## src/shared/ldi_pkg.sv

```systemverilog
// constants for the activity led mask indicator
package ldi_pkg;
  localparam int unsigned DATA_W = 32;
  localparam int unsigned ADDR_W = 8;
  localparam int unsigned HALF_W = 16;
  localparam int unsigned NUM_LEDS = 2;
  // byte offset of the mask register on the host io space
  localparam logic [ADDR_W-1:0] MASK_OFFSET = 8'hF4;
  // per-bit reset values of the mask register
  localparam logic [DATA_W-1:0] MASK_RESET = 32'h3C3C01FF;
  // field positions
  localparam int unsigned TOP_FORCE_BIT = 31;
  localparam int unsigned BOT_FORCE_BIT = 15;
  localparam int unsigned TOP_LSB = 16;
  localparam int unsigned BOT_LSB = 0;
  localparam int unsigned LED_TOP = 1;
  localparam int unsigned LED_BOT = 0;
  // minimum lit time and its cycle count
  localparam longint unsigned CLK_HZ = 64'd10_000_000;
  localparam longint unsigned MIN_ON_MS = 64'd250;
  localparam longint unsigned MS_PER_S = 64'd1000;
  localparam int unsigned MIN_ON_CYCLES = int'((MIN_ON_MS * CLK_HZ + MS_PER_S - 64'd1) / MS_PER_S);
  localparam int unsigned CNT_W = 22;
  localparam logic [CNT_W-1:0] CNT_ZERO = 22'h000000;
  localparam logic [CNT_W-1:0] CNT_ONE = 22'h000001;
  localparam logic [DATA_W-1:0] DATA_ZERO = 32'h00000000;
endpackage : ldi_pkg

```

## src/shared/ldi_stretch_if.sv

```systemverilog
// carrier between the mask logic and one led stretcher
`timescale 1ns/1ps
interface ldi_stretch_if;
  logic trig;
  logic force_on;
  logic led;
  modport ctrl (output trig, output force_on, input led);
  modport strt (input trig, input force_on, output led);
endinterface : ldi_stretch_if

```

## src/core/ldi_activity_led.sv

```systemverilog
// activity led mask register and two stretched indicator leds
`timescale 1ns/1ps
module ldi_activity_led #(
  parameter logic [ldi_pkg::CNT_W-1:0] STRETCH_CYCLES = ldi_pkg::CNT_W'(ldi_pkg::MIN_ON_CYCLES)
) (
  // clock, reset and enable
  input wire logic CLK_SYS_IN,
  input wire logic ARST_N_IN,
  input wire logic CE_IN,
  // register port
  input wire logic REG_WR_EN_IN,
  input wire logic REG_RD_EN_IN,
  input wire logic [ldi_pkg::ADDR_W-1:0] REG_ADDR_IN,
  input wire logic [ldi_pkg::DATA_W-1:0] REG_WDATA_IN,
  output logic [ldi_pkg::DATA_W-1:0] REG_RDATA_OUT,
  // activity events, one per mask bit
  input wire logic [ldi_pkg::DATA_W-1:0] ACT_EVENT_IN,
  // indicator leds
  output logic TOP_ACTIVITY_LED_OUT,
  output logic BOTTOM_ACTIVITY_LED_OUT
);
  // field layout of the mask register, msb first
  typedef struct packed {
    logic force_top;
    logic spare_top;
    logic site4_ctrl;
    logic site4_flash;
    logic site4_sram;
    logic site4_master;
    logic site4_int_line0;
    logic site4_int_line1;
    logic [1:0] spare_site1;
    logic site1_ctrl;
    logic site1_flash;
    logic site1_sram;
    logic site1_master;
    logic site1_int_line0;
    logic site1_int_line1;
    logic force_bot;
    logic comm_rx_not_empty;
    logic comm_tx_full;
    logic [3:0] spare_comm;
    logic host_config;
    logic host_comms;
    logic host_reset;
    logic host_spare;
    logic host_ctrl;
    logic host_flash;
    logic host_sram;
    logic host_bus_err;
    logic host_int;
  } ldi_mask_t;

  logic rst_meta_r;
  logic rst_sync_r;
  logic [ldi_pkg::DATA_W-1:0] mask_r;
  logic [ldi_pkg::DATA_W-1:0] rdata_r;
  logic [ldi_pkg::DATA_W-1:0] rdata_nxt;
  logic [ldi_pkg::DATA_W-1:0] masked_ev;
  ldi_mask_t mask_view;
  ldi_mask_t ev_view;
  logic site4_act;
  logic site1_act;
  logic spare_top_act;
  logic comm_act;
  logic host_act;
  logic [ldi_pkg::NUM_LEDS-1:0] trig_vec;
  logic [ldi_pkg::NUM_LEDS-1:0] force_vec;
  logic [ldi_pkg::NUM_LEDS-1:0] led_state;
  logic hit;
  logic wr_hit;
  logic rd_hit;

  // reset release through two flops
  always_ff @(posedge CLK_SYS_IN or negedge ARST_N_IN) begin
    if (!ARST_N_IN) begin
      rst_meta_r <= 1'b0;
      rst_sync_r <= 1'b0;
    end else begin
      rst_meta_r <= 1'b1;
      rst_sync_r <= rst_meta_r;
    end
  end

  assign hit = (REG_ADDR_IN == ldi_pkg::MASK_OFFSET);
  // a write with the enable low is dropped, not delayed
  assign wr_hit = CE_IN & REG_WR_EN_IN & hit;
  assign rd_hit = REG_RD_EN_IN & hit;

  // mask register, one flop per bit with its own default
  genvar bi;
  generate
    for (bi = 0; bi < ldi_pkg::DATA_W; bi++) begin : g_mask
      always_ff @(posedge CLK_SYS_IN or negedge rst_sync_r) begin
        if (!rst_sync_r) begin
          mask_r[bi] <= ldi_pkg::MASK_RESET[bi];
        end else if (wr_hit) begin
          mask_r[bi] <= REG_WDATA_IN[bi];
        end
      end
      // each event gated by its own enable bit
      assign masked_ev[bi] = ACT_EVENT_IN[bi] & mask_r[bi];
    end
  endgenerate

  // read path, unmapped offsets read zero
  always_comb begin
    if (rd_hit) begin
      rdata_nxt = mask_r;
    end else begin
      rdata_nxt = ldi_pkg::DATA_ZERO;
    end
  end

  always_ff @(posedge CLK_SYS_IN or negedge rst_sync_r) begin
    if (!rst_sync_r) begin
      rdata_r <= ldi_pkg::DATA_ZERO;
    end else if (CE_IN) begin
      rdata_r <= rdata_nxt;
    end
  end

  // named views of the enables and of the gated events
  assign mask_view = ldi_mask_t'(mask_r);
  assign ev_view = ldi_mask_t'(masked_ev);

  // site four events light the top led
  assign site4_act = ev_view.site4_ctrl
                   | ev_view.site4_flash
                   | ev_view.site4_sram
                   | ev_view.site4_master
                   | ev_view.site4_int_line0
                   | ev_view.site4_int_line1;

  // site one events light the top led
  assign site1_act = ev_view.site1_ctrl
                   | ev_view.site1_flash
                   | ev_view.site1_sram
                   | ev_view.site1_master
                   | ev_view.site1_int_line0
                   | ev_view.site1_int_line1;

  // unassigned bits still act as events once software enables them
  assign spare_top_act = ev_view.spare_top
                       | (|ev_view.spare_site1);

  // comm port events light the bottom led
  assign comm_act = ev_view.comm_rx_not_empty
                  | ev_view.comm_tx_full
                  | (|ev_view.spare_comm);

  // host bus events light the bottom led
  assign host_act = ev_view.host_config
                  | ev_view.host_comms
                  | ev_view.host_reset
                  | ev_view.host_spare
                  | ev_view.host_ctrl
                  | ev_view.host_flash
                  | ev_view.host_sram
                  | ev_view.host_bus_err
                  | ev_view.host_int;

  // force bits are levels, never events, so they start no stretch
  assign trig_vec[ldi_pkg::LED_TOP] = site4_act | site1_act | spare_top_act;
  assign trig_vec[ldi_pkg::LED_BOT] = comm_act | host_act;
  assign force_vec[ldi_pkg::LED_TOP] = mask_view.force_top;
  assign force_vec[ldi_pkg::LED_BOT] = mask_view.force_bot;

  // one stretcher per led
  genvar gi;
  generate
    for (gi = 0; gi < ldi_pkg::NUM_LEDS; gi++) begin : g_led
      ldi_stretch_if sif ();
      assign sif.trig = trig_vec[gi];
      assign sif.force_on = force_vec[gi];
      assign led_state[gi] = sif.led;
      ldi_led_stretch #(
        .STRETCH_CYCLES(STRETCH_CYCLES)
      ) u_stretch (
        .clk_in(CLK_SYS_IN),
        .rst_n_in(rst_sync_r),
        .ce_in(CE_IN),
        .sif(sif)
      );
    end
  endgenerate

  assign REG_RDATA_OUT = rdata_r;
  assign TOP_ACTIVITY_LED_OUT = led_state[ldi_pkg::LED_TOP];
  assign BOTTOM_ACTIVITY_LED_OUT = led_state[ldi_pkg::LED_BOT];
endmodule : ldi_activity_led

```

## src/core/ldi_led_stretch.sv

```systemverilog
// minimum on-time stretcher for one activity led
`timescale 1ns/1ps
module ldi_led_stretch #(
  parameter logic [ldi_pkg::CNT_W-1:0] STRETCH_CYCLES = ldi_pkg::CNT_W'(ldi_pkg::MIN_ON_CYCLES)
) (
  // clock, reset and enable
  input wire logic clk_in,
  input wire logic rst_n_in,
  input wire logic ce_in,
  // control side
  ldi_stretch_if.strt sif
);
  logic [ldi_pkg::CNT_W-1:0] cnt_r;
  logic [ldi_pkg::CNT_W-1:0] cnt_nxt;
  logic led_r;
  logic led_nxt;

  // every event reloads the full stretch, also while lit
  always_comb begin
    if (sif.trig) begin
      cnt_nxt = STRETCH_CYCLES;
    end else if (cnt_r != ldi_pkg::CNT_ZERO) begin
      cnt_nxt = cnt_r - ldi_pkg::CNT_ONE;
    end else begin
      cnt_nxt = cnt_r;
    end
  end

  // lit for exactly STRETCH_CYCLES after the last event
  assign led_nxt = sif.force_on | sif.trig | (cnt_r > ldi_pkg::CNT_ONE);

  always_ff @(posedge clk_in or negedge rst_n_in) begin
    if (!rst_n_in) begin
      cnt_r <= ldi_pkg::CNT_ZERO;
    end else if (ce_in) begin
      cnt_r <= cnt_nxt;
    end
  end

  always_ff @(posedge clk_in or negedge rst_n_in) begin
    if (!rst_n_in) begin
      led_r <= 1'b0;
    end else if (ce_in) begin
      led_r <= led_nxt;
    end
  end

  assign sif.led = led_r;
endmodule : ldi_led_stretch

```

## config.mk

```make
export PLATFORM = sky130hd
export DESIGN_NAME = ldi_activity_led
export DESIGN_NICKNAME = d
export VERILOG_FILES = /design/src/shared/ldi_pkg.sv /design/src/shared/ldi_stretch_if.sv /design/src/core/ldi_activity_led.sv /design/src/core/ldi_led_stretch.sv
export SDC_FILE = /design/constraint.sdc
export NUM_CORES = 1
export LEC_CHECK = 0
export BUFFER_PORTS_ARGS = -buffer_cell sky130_fd_sc_hd__buf_2
export CAP_MARGIN = 30
export CORE_UTILIZATION = 55
export CTS_CLUSTER_SIZE = 25
export DETAILED_ROUTE_END_ITERATION = 16
export HOLD_SLACK_MARGIN = 0.05
export PLACE_DENSITY_LB_ADDON = 0.3
export SYNTH_ARGS = -nofsm -noshare
export SYNTH_HDL_FRONTEND = slang
export SYNTH_SLANG_ARGS = --single-unit
```

## constraint.sdc

```tcl
create_clock -name CLK_SYS_IN -period 7.6 [get_ports CLK_SYS_IN]
set_clock_uncertainty 0.15 [all_clocks]
set_input_delay 0.76 -clock CLK_SYS_IN [delete_from_list [all_inputs] [get_ports CLK_SYS_IN]]
set_output_delay 0.76 -clock CLK_SYS_IN [all_outputs]
set_load 0.05 [all_outputs]
```

==> results.yml, run 1 <==
synth:
  synth-async-reset-ratio_pct: 100.0
  synth_fp_nets: 564
  synth_area_per_cell_um2: 11.03
  ys_seq_area_share_pct: 53.22
  synth_cell_type_count: 55
  yosys_warnings: 0
  synth_ff_type: "dfrtp_1"
  synth_edf_count: 0
  synth_seq_cells: 112
  syn_area_um2: 5306
  postSynthCellCount: 481
setup_path:
  critPathCaptureType: "flop"
  rr_worst_depth: 5
  crit_arrival_ns: 2.85
  crit_chain: "buf_2 -> and4_1 -> nand3_1 -> nor4_1 -> nand2_1 -> buf_4 -> mux2_2"
  worstSetupPathType: "in -> reg"
  crit_path_max_fanout: 25
  cp.required_ns: 7.71
  r2r-end: "g_led[1].u_stretch.cnt_r[16]"
  r2r-start: "g_led[1].u_stretch.cnt_r[10]"
  worst_path_max_delay_cell: "nor4_1"
  max_stage_delay_ns: 0.44
  r2r_setup_slack_ns: 4.97
  startpoint_type: "input pin"
clocking:
  cts_tree: "built"
  max-clock-path-buffers: 2
  clock-sinks: 112
  h-tree-depth: 3
  insertion_delay_ns: 0.37
  ctsResizeCount: 0
  tritoncts.num_buffers: 9
  clk_transition_reported_paths_ns: 0.11
  cts-root-buf: "clkbuf_8"
sta:
  setup_viol: 0
  fin_setup_tns_ns: 0
  holdWs_ns: 0.1726
  drv_slew: 0
  worstMarginPinSlew_ns: 0.8804
  rsz0062_at_grt: "false"
  fmax_ghz: 0.3656
  period_share_pct: 35.99
  min_period_ns: 2.735
  slew-limit-headroom_pct: 41.09
  hold_viol: 0
global_routing:
  grt_max_degree: 70
  antenna_found_initial: 0
  first_global_vias: 4136
  grt_overflow: 0
  grt_usage_pct: 25.15
  grt_pass1_wl_um: 19800
placement:
  dpl.hpwl_um: 8426
  port_buffers: 108
  routabilityCongestion: 0.8784
route:
  vias: 4260
  totalWireLength_um: 11860
  avgViaCountPerCell: 5.966
  detail_route.wl_per_cell_um: 16.61
  drt_iter0_drc: 184
  dr.pass1.iters: 5
  antenna_left: 0
  drcViolationCount: 0
run:
  maxCapViolations: 0
floorplanning:
  die_area_um2: 10050
  core_um2: 9284
  die_h_um: 100.2
  rows: 35
  die_w_um: 100.2
  io_pins: 111
  start_util_pct: 57.16
power:
  peakVddDrop_uv: 143.6
  powerDensity_nw_per_um2: 220.9
  p_leak_uw: 0.002840
  total_power_uw: 1356
min_path:
  min_path_type: "reg -> async"
final_layout:
  seq_area_um2: 2828
  nNetsFinal: 663
  n_fill_cell: 764
  multiInputGateArea_um2: 2320
  syn_to_final_growth_pct: 15.68
  n_antenna_cell: 0
  layout-drive-gt1-share_pct: 32.65
outcome:
  outcome: "finished clean"
==> registers in the layout, summed over array words and instances (netlist names) <==
| name | cells |
|---|---|
| g_led.u_stretch.cnt_r | 44 |
| REG_RDATA_OUT | 32 |
| mask_r | 30 |
| g_led.sif.force_on | 2 |
| g_led.u_stretch.sif.led | 2 |
| rst_meta_r | 1 |
| rst_sync_r | 1 |
==> how the worst max path moves through the flow <==
stage                                start                           to
2_1_floorplan                   rst_sync_r             REG_RDATA_OUT[0]
6_report                             CE_IN                   mask_r[25]
4_1_cts                              CE_IN                   mask_r[25]
3_3_place_gp                         CE_IN            REG_RDATA_OUT[13]
5_1_grt        g_led[0].u_stretch.cnt_r[1]  g_led[0].u_stretch.cnt_r[9]
3_5_place_dp                         CE_IN                   mask_r[13]
==> synthesized netlist by cell type (4+ instances only) <==
| library cell | number | share of area, % |
|---|---|---|
| dfrtp_1 | 95 | 45 |
| nor2_1 | 39 | 2.8 |
| a22o_1 | 37 | 6.1 |
| mux2_2 | 33 | 7.0 |
| nand2_1 | 25 | 1.8 |
| clkbuf_1 | 20 | 1.4 |
| o21ai_0 | 18 | 1.7 |
| dfstp_2 | 17 | 8.4 |
| nor3_1 | 17 | 1.6 |
| inv_1 | 15 | 1.1 |
| a22oi_1 | 14 | 2.0 |
| xnor2_1 | 14 | 2.3 |
| nand3_1 | 13 | 1.2 |
| nor4_1 | 13 | 1.5 |
| a21oi_1 | 9 | 0.85 |
| nand4_1 | 9 | 1.1 |
| o31ai_1 | 7 | 0.99 |
| or3_1 | 7 | 0.83 |
| ha_1 | 6 | 1.4 |
| or2_2 | 5 | 0.59 |
| or4_1 | 5 | 0.71 |
| a2111oi_0 | 4 | 0.66 |
| a211oi_1 | 4 | 0.57 |
| and3_1 | 4 | 0.47 |
| buf_1 | 4 | 0.28 |
==> per-layer routing <==
layer	vias up	global-route usage (%)	routed length [µm]
met5	-	0	0
met4	0	8.250	130
met3	14	7.173	754
met2	134	40.78	5780
met1	2114	32.70	5192
li1	1998	-	-
==> critical path: cells and delay by family <==
kind	cells	cell delay, ns
buffers and inverters	2	0.68
muxes	1	0.30
and+or+nand+nor	4	1.10
==> report_power, final <==
group	switching [µW]	total [µW]	internal, µW
logic	156	281	125
clock network	195	317	122
registers	88.0	758	670
==> placed cells by master, fill, tap and decap left out, drive strengths merged, types with 4 or more instances in the layout <==
cell	n
ha	6
nand2	25
o31ai	7
o21ai	19
a21oi	9
dfrtp	95
a2111oi	4
nand4	9
and3	4
inv	17
mux2	33
clkbuf	12
or3	7
a211oi	4
dfstp	17
nor3	17
nor2	39
or2	5
a22o	37
or4	7
buf	113
xnor2	14
nor4	17
nand3	13
a22oi	14
==> kinds of logic after synthesis <==
group,count (synthesis),synth area share [%]
AO/OA/AOI/OAI,116,16.39
AND/OR/NAND/NOR,154,15.85
adder cells (fa/ha/maj),6,1.415
multiplexers,34,7.192
other,1,0.07067
XOR/XNOR,17,2.806
flip-flops,112,53.22
buffers and inverters,41,3.065
==> final cells by class <==
class / instances / share of cell area, %
Clock inverter: 4 / 0.4892
Tap cell: 129 / 2.629
Multi-Input combinational cell: 328 / 37.79
Timing Repair Buffer: 114 / 9.906
Inverter: 15 / 0.9172
Sequential cell: 112 / 46.07
Clock buffer: 12 / 2.201
==> through the flow <==
stage	setup WS, ns	instances	utilization [%]	instance area [µm²]
2_1_floorplan	4.129	481	-	5306
3_3_place_gp	4.294	696	63.94	5936
3_5_place_dp	4.459	697	64.23	5963
4_1_cts	4.865	714	66.12	6138
5_1_grt	4.760	714	66.12	6138
6_report	4.865	714	66.12	6138
==> what timing repair did <==
action / 4_1_cts / 5_1_grt
hold buffers: 1 / 0
buffers inserted: 0 / 0
endpoints found under the hold margin: 2 / 0
Power figures use the tool's default switching activity.
==> run 2, diff against run 1 <==
==> constraint.sdc (replaced) <==
create_clock -name CLK_SYS_IN -period 2.8 [get_ports CLK_SYS_IN]
set_clock_uncertainty 0.15 [all_clocks]
set_input_delay 0.28 -clock CLK_SYS_IN [delete_from_list [all_inputs] [get_ports CLK_SYS_IN]]
set_output_delay 0.28 -clock CLK_SYS_IN [all_outputs]
set_load 0.05 [all_outputs]
==> results.yml, run 2 (synthesized netlist as in run 1, its figures left out) <==
outcome:
  outcome: "finished clean"
clocking:
  tritoncts.num_buffers: 9
  h-tree-depth: 3
  max-clock-path-buffers: 2
  cts-root-buf: "clkbuf_8"
  clock-sinks: 112
  clk_transition_reported_paths_ns: 0.12
  ctsResizeCount: 0
  insertion_delay_ns: 0.39
  cts_tree: "built"
final_layout:
  final_common_cell: "buf_2"
  nNetsFinal: 709
  final_cell_mix: "buf_2, dfrtp_1, nor2_1"
  largest_register: "g_led.u_stretch.cnt_r"
  syn_to_final_growth_pct: 24.33
  n_fill_cell: 663
  largest_reg_flops: 44
  layout-drive-gt1-share_pct: 32.65
power:
  intPower_uw: 2659
  p_seq_share_pct: 52.5
  p_sw_share_pct: 32.45
  p_leak_uw: 0.003065
  p_clk_share_pct: 26.5
  pwr-share-comb_pct: 21.0
  peakVddDrop_uv: 465.0
  powerDensity_nw_per_um2: 596.6
  switching_power_uw: 1277
setup_path:
  cpMostUsedCell: "or4_4"
  crit_path_max_fanout: 12
  crit_chain: "or4_4 -> or4_4 -> nor4b_1 -> xnor2_1 -> nor2_1"
  worstSetupPathType: "reg -> reg"
  max_stage_delay_ns: 0.67
  worst_path_max_delay_cell: "or4_4"
  cp.required_ns: 2.92
  startpoint_type: "flop"
  crit_arrival_ns: 2.67
  critPathCaptureType: "flop"
  r2r_setup_slack_ns: 0.25
floorplanning:
  rows: 35
  start_util_pct: 57.16
  die_w_um: 100.2
  die_h_um: 100.2
  core_um2: 9284
  die_area_um2: 10050
  io_pins: 111
sta:
  fmax_ghz: 0.3928
  min_period_ns: 2.546
  worst_slack_ns: 0.2542
  slew-limit-headroom_pct: 46.08
  period_share_pct: 90.92
  worstMarginPinSlew_ns: 0.8088
  fin_setup_tns_ns: 0
  setup_viol: 0
  rsz0062_at_grt: "false"
  drv_slew: 0
  hold_viol: 0
global_routing:
  first_global_vias: 4644
  grt_usage_pct: 28.88
  grt_pass1_wl_um: 22370
  grt_overflow: 0
  antenna_found_initial: 1
  grt_max_degree: 67
route:
  avgViaCountPerCell: 5.913
  drcViolationCount: 0
  detail_route.wl_per_cell_um: 18.08
  dr.pass1.iters: 4
  vias: 4500
  totalWireLength_um: 13760
  drt_iter0_drc: 240
  antenna_left: 0
placement:
  routabilityCongestion: 0.8237
  post-place-ws_ns: 0.2736
  port_buffers: 108
  dpl.hpwl_um: 8694
run:
  maxCapViolations: 0
min_path:
  min_path_type: "in -> reg"
## run 2: changes by cell type in the layout (fill, tap and decap cells not counted), sizes merged
cell,delta
dlygate4sd3,+33
buf,+13
bufinv,+1
clkbuf,-1
clkinv,+1
clkinvlp,-1
diode,+1
## run 2: final cells by class
| class | count | area, µm² | share of cell area (%) |
|---|---|---|---|
| Sequential cell | 112 | 2828 | 42.86 |
| Multi-Input combinational cell | 328 | 2320 | 35.16 |
| Timing Repair Buffer | 160 | 1016 | 15.40 |
| Tap cell | 129 | 161.4 | 2.446 |
| Clock buffer | 11 | 141.4 | 2.143 |
| Clock inverter | 5 | 72.57 | 1.100 |
| Inverter | 15 | 56.30 | 0.8534 |
| Antenna cell | 1 | 2.502 | 0.03793 |
## run 2: power by group through the flow
stage,registers (µW),logic (µW),clock network [µW]
floorplan,2030,576,0
global placement,2070,739,0
detailed placement,2090,773,0
CTS,2060,817,1050
global route,2100,922,1120
finish,2070,825,1040
## run 2: path summary, 6_finish.rpt
kind,startpoint,end,depth (start not counted)
max in group asynchronous,rst_sync_r,g_led[1].u_stretch.cnt_r[5],1
setup reg to reg,g_led[1].u_stretch.cnt_r[4],g_led[1].u_stretch.cnt_r[16],5
min in group asynchronous,rst_sync_r,REG_RDATA_OUT[0],0
setup / recovery,g_led[1].u_stretch.cnt_r[4],g_led[1].u_stretch.cnt_r[16],5
hold / removal,CE_IN,g_led[0].u_stretch.sif.led,2
hold reg to reg,rst_meta_r,rst_sync_r,0
## run 2: per-layer routing
metal	part of all wire, %	vias up	GRT usage, %
li1	-	2090	-
met1	41	2240	35.72
met2	51	146	48.47
met3	5.4	24	8.287
met4	2.2	0	10.37
met5	0	-	0
## run 2: stage by stage
step / power, µW / utilization [%] / hold slack, ns / cell area, µm² / std cells
floorplan: 2601 / - / -0.1656 / 5308 / 481
detailed placement: 2862 / 65.07 / -0.08330 / 6041 / 710
global route: 4142 / 71.06 / 0.2240 / 6598 / 761
finish: 3936 / 71.06 / 0.2105 / 6598 / 761
global placement: 2809 / 65.07 / -0.08465 / 6041 / 710
CTS: 3929 / 71.04 / 0.1952 / 6595 / 760
## run 2: what timing repair did
action	4_1_cts	5_1_grt
endpoints found under the setup margin	0	0
hold buffers	34	0
buffers inserted	0	0
hold endpoints to repair	34	0
## run 2: worst max-delay path: cells and delay by family (launching register included)
| kind | cells | cell delay, ns |
|---|---|---|
| simple gates | 4 | 1.69 |
| flops | 1 | 0.43 |
| xor+xnor | 1 | 0.16 |
==> run 3, diff against run 2 <==
--- a/config.mk
+++ b/config.mk
@@ -7,7 +7,7 @@
 export LEC_CHECK = 0
 export BUFFER_PORTS_ARGS = -buffer_cell sky130_fd_sc_hd__buf_2
 export CAP_MARGIN = 30
-export CORE_UTILIZATION = 55
+export CORE_UTILIZATION = 40
 export CTS_CLUSTER_SIZE = 25
 export DETAILED_ROUTE_END_ITERATION = 16
 export HOLD_SLACK_MARGIN = 0.05
==> results.yml, run 3 (synthesized netlist as in run 1, its figures left out) <==
outcome:
  outcome: "finished clean"
clocking:
  cts_hold_buf: 34
  cts-root-buf: "clkbuf_16"
  tritoncts.num_buffers: 9
  post-cts-setup-buffers: 0
  ctsResizeCount: 0
  clk_transition_reported_paths_ns: 0.08
  clock-sinks: 112
  insertion_delay_ns: 0.35
  max-clock-path-buffers: 2
  cts_tree: "built"
  h-tree-depth: 3
setup_path:
  crit_path_max_fanout: 12
  max_stage_delay_ns: 0.67
  worst_path_max_delay_cell: "or4_4"
  worstSetupPathType: "reg -> reg"
  crit_chain: "or4_4 -> or4_4 -> nor4b_1 -> xnor2_1 -> nor2_1"
  cp.required_ns: 2.89
  crit_arrival_ns: 2.68
  startpoint_type: "flop"
  cpMostUsedCell: "or4_4"
  critPathCaptureType: "flop"
sta:
  period_share_pct: 92.46
  drv_slew: 0
  worst_slack_ns: 0.2111
  hold_viol: 0
  holdWs_ns: 0.09992
  fin_setup_tns_ns: 0
  setup_viol: 0
  worstMarginPinSlew_ns: 0.7336
  min_period_ns: 2.589
  fmax_ghz: 0.3863
  slew-limit-headroom_pct: 50.64
  rsz0062_at_grt: "false"
final_layout:
  final_cell_mix: "buf_2, dfrtp_1, nor2_1"
  n_antenna_cell: 0
  layout-drive-gt1-share_pct: 32.70
  largest_register: "g_led.u_stretch.cnt_r"
  largest_reg_flops: 44
  n_fill_cell: 1108
  post-route-util_pct: 52.87
  fin_area_um2: 6753
  final_common_cell: "buf_2"
  nNetsFinal: 708
  syn_to_final_growth_pct: 27.26
floorplanning:
  core_um2: 12770
  die_area_um2: 13730
  io_pins: 111
  start_util_pct: 41.54
  die_h_um: 117.2
  rows: 41
  die_w_um: 117.2
route:
  antenna_left: 0
  avgViaCountPerCell: 5.435
  dr.pass1.iters: 4
  drcViolationCount: 0
  detail_route.wl_per_cell_um: 15.66
  totalWireLength_um: 12560
  drt_iter0_drc: 242
  vias: 4359
placement:
  post-place-ws_ns: 0.2419
  routabilityCongestion: 0.8034
  port_buffers: 108
  post_dp_cell_area_um2: 6112
  dpl.hpwl_um: 8689
run:
  maxCapViolations: 0
global_routing:
  busiest_layer: "met2"
  grt_overflow: 0
  use_met2_pct: 31.80
  grt_max_degree: 70
  grt_pass1_wl_um: 21000
  antenna_found_initial: 0
  first_global_vias: 4333
  met1_usage_pct: 26.64
  met3_usage_pct: 4.171
  grt_usage_pct: 19.55
min_path:
  min_path_type: "in -> async"
power:
  peakVddDrop_uv: 327.6
  p_leak_uw: 0.003104
  powerDensity_nw_per_um2: 615.8
## run 3: per-layer routing
metal	vias up	share of wire, %
met1	2128	46
met4	0	1.0
met2	136	48
li1	2084	-
met5	-	0
met3	11	5.7
## run 3: where the power goes
group,total (µW),internal [µW],switching [µW]
Combinational,821,383,438
Clock,1280,651,626
Sequential,2060,1820,241
Total,4160,2850,1310
## run 3: metrics by stage
| stage | total power (µW) | std cells |
|---|---|---|
| finish | 4158 | 802 |
| global route | 4397 | 802 |
| CTS | 4183 | 802 |
| detailed placement | 2867 | 752 |
| global placement | 2815 | 752 |
| floorplan | 2601 | 481 |
## run 3: cell type report
| class | instances | area (µm²) | share of cell area, % |
|---|---|---|---|
| tap | 172 | 215.2 | 3.187 |
| sequential | 112 | 2828 | 41.88 |
| timing repair buffer | 159 | 1033 | 15.30 |
| clock buffer | 10 | 239.0 | 3.539 |
| multi-input combinational | 328 | 2320 | 34.35 |
| clock inverter | 6 | 61.31 | 0.9079 |
| inverter | 15 | 56.30 | 0.8338 |
## run 3: worst paths after layout
path	start	endpoint	slack (ns)	cells past startpoint
worst max-delay path	g_led[1].u_stretch.cnt_r[5]	g_led[1].u_stretch.cnt_r[16]	0.21	5
worst min-delay path	ARST_N_IN	rst_meta_r	0.1	2
worst max register to register	g_led[1].u_stretch.cnt_r[5]	g_led[1].u_stretch.cnt_r[16]	0.21	5
worst min register to register	rst_sync_r	REG_RDATA_OUT[29]	0.17	0
max in group asynchronous	rst_sync_r	mask_r[7]	1.55	1
min in group CLK_SYS_IN	rst_meta_r	rst_sync_r	0.21	0
## run 3: critical path: cells and delay by family (launching register included)
| kind | cells | cell delay, ns |
|---|---|---|
| flops | 1 | 0.42 |
| xor+xnor | 1 | 0.17 |
| simple gates | 4 | 1.74 |
